## src/fwr_pkg.sv

```systemverilog
`default_nettype none
package fwr_pkg;
  // clock and sampling timebase
  localparam int unsigned CLK_PERIOD_NS = 8;
  localparam int unsigned SAMPLE_60_NS = 1040000;
  localparam int unsigned SAMPLE_50_NS = 1250000;
  localparam int unsigned MS_NS = 1000000;
  localparam int unsigned SAMPLE_60_CYCLES = SAMPLE_60_NS / CLK_PERIOD_NS;
  localparam int unsigned SAMPLE_50_CYCLES = SAMPLE_50_NS / CLK_PERIOD_NS;
  localparam int unsigned MS_CYCLES = MS_NS / CLK_PERIOD_NS;
  localparam int unsigned SAMPLES_PER_CYCLE = 16;

  // durations are carried in milliseconds
  localparam int unsigned MS_W = 13;
  localparam logic [12:0] PRE_MIN_MS = 13'h0032;
  localparam logic [12:0] PRE_MAX_MS = 13'h01f4;
  localparam logic [12:0] PRE_DEF_MS = 13'h0064;
  localparam logic [12:0] TAIL_MIN_MS = 13'h0032;
  localparam logic [12:0] TAIL_MAX_MS = 13'h01f4;
  localparam logic [12:0] TAIL_DEF_MS = 13'h0064;
  localparam logic [12:0] MAXLEN_MIN_MS = 13'h012c;
  localparam logic [12:0] MAXLEN_MAX_MS = 13'h1388;
  localparam logic [12:0] MAXLEN_DEF_MS = 13'h03e8;
  localparam logic [12:0] EXT_MIN_MS = 13'h0064;
  localparam logic [12:0] EXT_MAX_MS = 13'h1388;
  localparam logic [12:0] EXT_DEF_MS = 13'h01f4;
  localparam logic [12:0] EXT_INFINITE = 13'h0000;
  localparam logic [13:0] STORE_TOTAL_MS = 14'h1388;

  // record directory
  localparam int unsigned NUM_RECORDS = 8;
  localparam logic [3:0] NUM_RECORDS_C = 4'h8;
  localparam int unsigned ADDR_W = 13;

  // capture_trigger_mode codes
  localparam logic [1:0] MODE_SAVE_PICKUP = 2'h0;
  localparam logic [1:0] MODE_SAVE_TRIP = 2'h1;
  localparam logic [1:0] MODE_START_TRIP = 2'h2;

  typedef enum logic [2:0] {
    ST_IDLE, ST_PROT, ST_TAIL, ST_EXT, ST_EVICT, ST_WRITE
  } fwr_state_t;

  // limit a setting into its legal range
  function automatic logic [12:0] fwr_clamp(input logic [12:0] v, input logic [12:0] lo,
                                            input logic [12:0] hi);
    fwr_clamp = (v < lo) ? lo : ((v > hi) ? hi : v);
  endfunction
endpackage
`default_nettype wire

```

## src/fwr_pin_sync.sv

```systemverilog
`default_nettype none
module fwr_pin_sync #(
  parameter int unsigned W = 2
) (
  input wire logic i_clk,
  input wire logic i_arst_n,
  input wire logic [W-1:0] i_pin,
  output logic [W-1:0] o_level,
  output logic [W-1:0] o_rise
);
  typedef struct packed {
    logic [W-1:0] s1;
    logic [W-1:0] s2;
    logic [W-1:0] s3;
    logic [W-1:0] lvl;
    logic [W-1:0] rise;
  } fwr_sync_regs_t;

  fwr_sync_regs_t r_reg;
  fwr_sync_regs_t r_next;

  always_comb begin
    r_next = r_reg;
    r_next.s1 = i_pin;
    r_next.s2 = r_reg.s1;
    r_next.s3 = r_reg.s2;
    for (int i = 0; i < int'(W); i++) begin
      // accept a change only once two later stages agree
      if (r_reg.s2[i] == r_reg.s3[i]) begin
        r_next.lvl[i] = r_reg.s3[i];
      end
      r_next.rise[i] = (r_reg.s2[i] == r_reg.s3[i]) && r_reg.s3[i] && !r_reg.lvl[i];
    end
  end

  always_ff @(posedge i_clk or negedge i_arst_n) begin
    if (!i_arst_n) begin
      r_reg <= '0;
    end else begin
      r_reg <= r_next;
    end
  end

  assign o_level = r_reg.lvl;
  assign o_rise = r_reg.rise;
endmodule // fwr_pin_sync
`default_nettype wire

```

## src/fwr_recorder.sv

```systemverilog
`default_nettype none
module fwr_recorder
  import fwr_pkg::*;
#(
  parameter int unsigned P_SAMPLE_60_CYCLES = SAMPLE_60_CYCLES,
  parameter int unsigned P_SAMPLE_50_CYCLES = SAMPLE_50_CYCLES,
  parameter int unsigned P_MS_CYCLES = MS_CYCLES
) (
  // clock and reset
  input wire logic I_CLOCK,
  input wire logic I_ARST_N,
  // settings
  input wire logic I_RECORDER_ENABLE,
  input wire logic [1:0] I_CAPTURE_TRIGGER_MODE,
  input wire logic I_SYSTEM_SCOPE,
  input wire logic I_FREQ_50,
  input wire logic [12:0] I_PRE_TIME_MS,
  input wire logic [12:0] I_TAIL_TIME_MS,
  input wire logic [12:0] I_MAX_LENGTH_MS,
  input wire logic [12:0] I_EXTERNAL_RECORD_TIME_MS,
  // protection side, same clock
  input wire logic I_PICKUP,
  input wire logic I_TRIP,
  input wire logic I_RECLOSE_BUSY,
  // external triggers, asynchronous pins
  input wire logic I_BINARY_TRIGGER,
  input wire logic I_PC_TRIGGER,
  // sample store
  output logic O_SAMPLE_STROBE,
  output logic [12:0] O_WRITE_ADDR,
  // status
  output logic O_RECORD_ACTIVE,
  output logic O_RECORD_SAVED,
  output logic O_WAVE_DELETED,
  output logic [3:0] O_RECORD_COUNT,
  output logic [13:0] O_TOTAL_MS,
  output logic [12:0] O_LAST_START_ADDR,
  output logic [12:0] O_LAST_PRE_MS,
  output logic [12:0] O_LAST_LEN_MS
);
  typedef struct packed {
    fwr_state_t st;
    logic [17:0] smp_cnt;
    logic [17:0] ms_cnt;
    logic ms_tick;
    logic smp_strobe;
    logic [12:0] wr_addr;
    logic pick_d;
    logic trip_d;
    logic pend;
    logic saw_trip;
    logic ext_rec;
    logic [12:0] rec_ms;
    logic [12:0] tail_cnt;
    logic [12:0] trig_addr;
    logic [12:0] pre_ms;
    logic [12:0] len_ms;
    logic [2:0] head;
    logic [3:0] count;
    logic [13:0] total_ms;
    logic [NUM_RECORDS-1:0][12:0] dir_start;
    logic [NUM_RECORDS-1:0][12:0] dir_pre;
    logic [NUM_RECORDS-1:0][12:0] dir_len;
    logic [12:0] last_start;
    logic [12:0] last_pre;
    logic [12:0] last_len;
    logic active;
    logic saved;
    logic deleted;
  } fwr_regs_t;

  fwr_regs_t r_reg;
  fwr_regs_t r_next;
  logic [1:0] ext_level;
  logic [1:0] ext_rise;

  fwr_pin_sync #(.W(2)) u_pin_sync (
    .i_clk(I_CLOCK),
    .i_arst_n(I_ARST_N),
    .i_pin({I_PC_TRIGGER, I_BINARY_TRIGGER}),
    .o_level(ext_level),
    .o_rise(ext_rise)
  );

  logic [12:0] pre_set;
  logic [12:0] pre_cap;
  logic [12:0] tail_set;
  logic [12:0] max_set;
  logic [12:0] ext_set;
  logic crit;
  logic crit_rise;
  logic ext_edge;
  logic at_max;
  logic [13:0] sum_ms;
  logic [2:0] wr_idx;

  always_comb begin
    pre_set = fwr_clamp(I_PRE_TIME_MS, PRE_MIN_MS, PRE_MAX_MS);
    tail_set = fwr_clamp(I_TAIL_TIME_MS, TAIL_MIN_MS, TAIL_MAX_MS);
    max_set = fwr_clamp(I_MAX_LENGTH_MS, MAXLEN_MIN_MS, MAXLEN_MAX_MS);
    // lead-in may not by itself exceed the maximum length
    pre_cap = (pre_set > max_set) ? max_set : pre_set;
    ext_set = (I_EXTERNAL_RECORD_TIME_MS == EXT_INFINITE) ? EXT_INFINITE :
              fwr_clamp(I_EXTERNAL_RECORD_TIME_MS, EXT_MIN_MS, EXT_MAX_MS);
    crit = (I_CAPTURE_TRIGGER_MODE == MODE_START_TRIP) ? I_TRIP : I_PICKUP;
    crit_rise = (I_CAPTURE_TRIGGER_MODE == MODE_START_TRIP) ? (I_TRIP && !r_reg.trip_d) :
                (I_PICKUP && !r_reg.pick_d);
    ext_edge = |ext_rise;
    at_max = ({1'b0, r_reg.pre_ms} + {1'b0, r_reg.rec_ms}) >= {1'b0, max_set};
    sum_ms = r_reg.total_ms + {1'b0, r_reg.len_ms};
    wr_idx = r_reg.head + r_reg.count[2:0];
  end

  always_comb begin
    r_next = r_reg;
    r_next.saved = 1'b0;
    r_next.deleted = 1'b0;
    r_next.pick_d = I_PICKUP;
    r_next.trip_d = I_TRIP;
    r_next.smp_strobe = (r_reg.smp_cnt == 18'h0);
    if (r_reg.smp_cnt == 18'h0) begin
      r_next.smp_cnt = I_FREQ_50 ? 18'(P_SAMPLE_50_CYCLES - 1) : 18'(P_SAMPLE_60_CYCLES - 1);
    end else begin
      r_next.smp_cnt = r_reg.smp_cnt - 18'h1;
    end
    if (r_reg.smp_strobe) begin
      r_next.wr_addr = r_reg.wr_addr + 13'h1;
    end
    r_next.ms_tick = (r_reg.ms_cnt == 18'h0);
    r_next.ms_cnt = (r_reg.ms_cnt == 18'h0) ? 18'(P_MS_CYCLES - 1) : r_reg.ms_cnt - 18'h1;
    if (r_reg.ms_tick && (r_reg.st == ST_PROT || r_reg.st == ST_TAIL || r_reg.st == ST_EXT)) begin
      r_next.rec_ms = r_reg.rec_ms + 13'h1;
    end
    // a protection trigger edge seen while busy is kept for later; a take in the state case below wins over a new edge
    if (r_reg.st != ST_IDLE && crit_rise && I_RECORDER_ENABLE) begin
      r_next.pend = 1'b1;
    end
    if (I_TRIP) begin
      r_next.saw_trip = 1'b1;
    end
    case (r_reg.st)
      ST_IDLE: begin
        r_next.pend = 1'b0;
        if (!I_RECORDER_ENABLE) begin
          r_next.st = ST_IDLE;
        end else if (ext_edge) begin
          r_next.st = ST_EXT;
          r_next.ext_rec = 1'b1;
          r_next.pre_ms = 13'h0;
          r_next.rec_ms = 13'h0;
          r_next.trig_addr = r_reg.wr_addr;
        end else if (crit_rise || r_reg.pend) begin
          r_next.st = ST_PROT;
          r_next.ext_rec = 1'b0;
          r_next.pre_ms = pre_cap;
          r_next.rec_ms = 13'h0;
          r_next.trig_addr = r_reg.wr_addr;
          r_next.saw_trip = I_TRIP;
        end
      end
      ST_PROT: begin
        if (at_max) begin
          r_next.st = ST_EVICT;
        end else if (!crit) begin
          r_next.st = ST_TAIL;
          r_next.tail_cnt = 13'h0;
        end
      end
      ST_TAIL: begin
        if (at_max) begin
          r_next.st = ST_EVICT;
        end else if (crit_rise && I_SYSTEM_SCOPE) begin
          r_next.st = ST_PROT;
          // the edge is used up here, so it must not start a second record
          r_next.pend = 1'b0;
        end else if (crit_rise) begin
          r_next.st = ST_EVICT;
        end else if (I_SYSTEM_SCOPE && I_RECLOSE_BUSY) begin
          r_next.tail_cnt = 13'h0;
        end else if (r_reg.ms_tick) begin
          r_next.tail_cnt = r_reg.tail_cnt + 13'h1;
          if (r_reg.tail_cnt + 13'h1 >= tail_set) begin
            r_next.st = ST_EVICT;
          end
        end
        if (r_next.st == ST_EVICT && I_CAPTURE_TRIGGER_MODE == MODE_SAVE_TRIP &&
            !r_reg.saw_trip && !I_TRIP) begin
          r_next.st = ST_IDLE;
        end
      end
      ST_EXT: begin
        if (at_max || (ext_set != EXT_INFINITE && r_reg.rec_ms >= ext_set)) begin
          r_next.st = ST_EVICT;
        end else if (ext_set == EXT_INFINITE && !ext_level[0]) begin
          r_next.st = ST_EVICT;
        end
      end
      ST_EVICT: begin
        r_next.len_ms = r_reg.pre_ms + r_reg.rec_ms;
        if (r_reg.count != 4'h0 && (r_reg.count == NUM_RECORDS_C ||
            r_reg.total_ms + {1'b0, r_reg.pre_ms + r_reg.rec_ms} > STORE_TOTAL_MS)) begin
          r_next.total_ms = r_reg.total_ms - {1'b0, r_reg.dir_len[r_reg.head]};
          r_next.head = r_reg.head + 3'h1;
          r_next.count = r_reg.count - 4'h1;
          r_next.deleted = 1'b1;
        end else begin
          r_next.st = ST_WRITE;
        end
      end
      ST_WRITE: begin
        r_next.dir_start[wr_idx] = r_reg.trig_addr;
        r_next.dir_pre[wr_idx] = r_reg.pre_ms;
        r_next.dir_len[wr_idx] = r_reg.len_ms;
        r_next.last_start = r_reg.trig_addr;
        r_next.last_pre = r_reg.pre_ms;
        r_next.last_len = r_reg.len_ms;
        r_next.count = r_reg.count + 4'h1;
        r_next.total_ms = sum_ms;
        r_next.saved = 1'b1;
        r_next.st = ST_IDLE;
      end
      default: begin
        r_next.st = ST_IDLE;
      end
    endcase
    r_next.active = r_next.ext_rec ? (r_next.st == ST_EXT) :
                    (r_next.st == ST_PROT || r_next.st == ST_TAIL);
  end

  always_ff @(posedge I_CLOCK or negedge I_ARST_N) begin
    if (!I_ARST_N) begin
      r_reg <= '0;
    end else begin
      r_reg <= r_next;
    end
  end

  assign O_SAMPLE_STROBE = r_reg.smp_strobe;
  assign O_WRITE_ADDR = r_reg.wr_addr;
  assign O_RECORD_ACTIVE = r_reg.active;
  assign O_RECORD_SAVED = r_reg.saved;
  assign O_WAVE_DELETED = r_reg.deleted;
  assign O_RECORD_COUNT = r_reg.count;
  assign O_TOTAL_MS = r_reg.total_ms;
  assign O_LAST_START_ADDR = r_reg.last_start;
  assign O_LAST_PRE_MS = r_reg.last_pre;
  assign O_LAST_LEN_MS = r_reg.last_len;
endmodule // fwr_recorder
`default_nettype wire

```

## config.mk

```make
export PLATFORM = sky130hd
export DESIGN_NAME = fwr_recorder
export DESIGN_NICKNAME = d
export VERILOG_FILES = /design/src/fwr_pkg.sv /design/src/fwr_pin_sync.sv /design/src/fwr_recorder.sv
export SDC_FILE = /design/constraint.sdc
export NUM_CORES = 1
export LEC_CHECK = 0
export ABC_AREA = 1
export BUFFER_PORTS_ARGS = -buffer_cell sky130_fd_sc_hd__buf_2
export CAP_MARGIN = 20
export CORE_ASPECT_RATIO = 1.2
export CORE_MARGIN = 2
export CORE_UTILIZATION = 45
export DETAILED_ROUTE_END_ITERATION = 6
export PLACE_DENSITY = 0.59
export SETUP_SLACK_MARGIN = 0.2
export SLEW_MARGIN = 20
export SYNTH_ARGS = -nofsm -noshare
export SYNTH_HDL_FRONTEND = slang
export SYNTH_SLANG_ARGS = --single-unit
```

## constraint.sdc

```tcl
create_clock -name I_CLOCK -period 10.3 [get_ports I_CLOCK]
set_input_delay 1.545 -clock I_CLOCK [delete_from_list [all_inputs] [get_ports I_CLOCK]]
set_output_delay 1.545 -clock I_CLOCK [all_outputs]
set_load 0.01 [all_outputs]
```

==> results.tsv <==
metric	value	unit
dp_cells	2791	
cp-end-kind	flop	
maxSlewHeadroom	27.1	%
drt_iter0_drc	918	
fin_cells	2852	
wl_per_cell	16.0	microns
clkTransAtPathRegs	0.06	ns
die_x	186	microns
grt_max_degree	80	
fin_tns_setup	0	ns
diodes	0	
core_area	0.0389	sq mm
netlist_area	0.0178	sq mm
crit_family	simple AND/OR/NAND/NOR gates	
cp_slowest_cell	dfrtp_1	
required	10.75	ns
crit_top_cell	nand2_1	
critPathBufInv	5	
grt.overflow.total	0	
drt_wl_total	45.7	mm
ys_types	64	
yosysMostFrequentCell	nand2_1	
vias	14800	
rsz0062_at_grt	no	
cts_setup_buffers	0	
slowest_delay	0.42	ns
final-max-slew-violation-count	0	
cts_buffer_depth	3	
drtPass1Iterations	6	
ioPinCount	138	
initial_core_util	45.8	%
hold_viol	0	
numPortBuffers	137	
postCtsHoldBufs	0	
synth-async-reset-ratio	100	%
syn-mean-instance-area	7.97	sq um
min_period_over_period	43.1	%
drtAntennaViolNets	0	
critPathKind	flop to flop	
die_y	222	microns
ys.flop_type	dfrtp_1	
cts_tree	done	
fin_crit	4.43	ns
hp-class	flop to flop	
switchingPower	2360	uW
gp_congestion	0.926	
cts-root-buf	clkbuf_16	
cp-start-kind	flop	
fmax	225	MHz
swShare	43.1	%
ys_top_cells_by_area	dfrtp_1, nand2_1, ha_1, o21ai_0, inv_1	
via_per_inst	5.19	
synthCells	2239	
fin_nets	2474	
worstPathArrival	4.88	ns
cts_made_buffers	35	
clk_latency	0.52	ns
cap_viol_max_count	0	
synth_seq_area_share	42.2	%
status	complete, no violations	
synth_common_cells	nand2_1, dfrtp_1, inv_1	
grt.total_usage	22.6	%
grt_pass1_wl	74.5	mm
r2r_slack	5.87	ns
fin_hold_ws	0.348	ns
power.internal	3120	uW
cts_sinks	301	
cellLeakagePower	0.00994	uW
worst-slew-pin-transition	1.09	ns
hpwl	32.9	mm
area_delta_synth_final	9.91	%
combPwrFrac	45.9	%
dp_slack	5.46	ns
clkPwrFrac	22.7	%
yosysWarnings	0	
setup_viol	0	
rows	79	
die_area	0.0413	sq mm
ctsHtreeMaxLevel	2	
vdd_drop_max	0.135	mV
antenna_found_initial	0	
synth_edf_count	0	
power.total	5470	uW
drt_drc_violations_left	0	
cts-resized-gates	0	
fin_ws	5.87	ns
grt_pass1_vias	14400	
ys_ff_latch	301	
synth_top_area_share	42.2	%
drive_gt1_share	12.1	%
fin_skew	0.0143	ns
yosys.area.top_type	dfrtp_1	
crit_fanout	26	
seqPwrFrac	31.4	%
fill_cells	3807	
power.density	279	mW/mm^2
largest_register_ffs	217	
[per-stage QoR]
stage	instance area (sq um)	util (%)
2_1_floorplan	17900	-
3_3_place_gp	18500	47.4
3_5_place_dp	18500	47.4
4_1_cts	19600	50.3
5_1_grt	19600	50.4
6_report	19600	50.4
[worst paths after layout]
kind                            cells after the start                  from                    to
min in group asynchronous                           1              I_ARST_N     O_RECORD_COUNT[1]
max in group asynchronous                           2              I_ARST_N  u_pin_sync.o_rise[1]
worst max-delay path                               26            r_reg[427]         O_TOTAL_MS[7]
worst max register to register                     26            r_reg[427]         O_TOTAL_MS[7]
worst min-delay path                                0  u_pin_sync.r_next[6]  u_pin_sync.r_next[4]
worst min register to register                      0  u_pin_sync.r_next[6]  u_pin_sync.r_next[4]
[cells in the final DEF (no fill, tap or decap), drive strengths merged, types with 2 or more instances in the layout]
| cell | instances |
|---|---|
| nand2 | 551 |
| dfrtp | 301 |
| o21ai | 294 |
| inv | 242 |
| nor2 | 216 |
| buf | 145 |
| ha | 103 |
| a21oi | 82 |
| nand3 | 81 |
| xor2 | 52 |
| clkbuf | 50 |
| nor3 | 46 |
| nand4 | 25 |
| xnor2 | 21 |
| o22ai | 20 |
| o211ai | 11 |
| nor4 | 9 |
| clkinv | 9 |
| conb | 8 |
| o31ai | 7 |
| nand3b | 6 |
| o21bai | 6 |
| a21o | 6 |
| fa | 5 |
| or2 | 4 |
| a31oi | 3 |
| a21boi | 3 |
| nor3b | 3 |
| and3 | 2 |
| o21a | 2 |
| mux2 | 2 |
| bufinv | 2 |
[power by group through the flow]
| stage | registers, uW | clock network (uW) | logic [uW] |
|---|---|---|---|
| after floorplan | 1660 | 0 | 2030 |
| after global placement | 1730 | 0 | 2460 |
| after detailed placement | 1740 | 0 | 2500 |
| after CTS | 1720 | 1270 | 2520 |
| after global routing | 1750 | 1330 | 2850 |
| final | 1720 | 1240 | 2510 |
[routing by layer]
| metal | vias to the layer above | GRT usage (%) | part of all wire [%] |
|---|---|---|---|
| li1 | 7396 | - | - |
| met1 | 6993 | 28.5 | 42 |
| met2 | 336 | 39.3 | 50 |
| met3 | 83 | 3.29 | 4.4 |
| met4 | 0 | 7.59 | 3.2 |
| met5 | - | 0 | 0 |
[cells by family (layout without fill, tap and decap cells)]
group,Yosys count,after routing,synth area share [%]
other,2,8,0.0421
adders and majority gates,108,108,7.78
muxes,3,3,0.182
buffers and inverters,367,448,9.80
DFF,301,301,42.2
and+or+nand+nor,944,944,22.7
xor gates and xnor gates,73,73,3.58
AOI/OAI and AO/OA,441,441,13.7
[area by class of cell]
cell class	count	area [sq um]	area share, %
multi-input cells	1577	8590	43.8
flip-flops and latches	301	7530	38.4
clock buffers	50	1030	5.28
inverters	242	918	4.68
repair buffers	145	756	3.85
well taps	526	658	3.36
clock inverters	11	120	0.612
(Power assumes the default switching activity.)
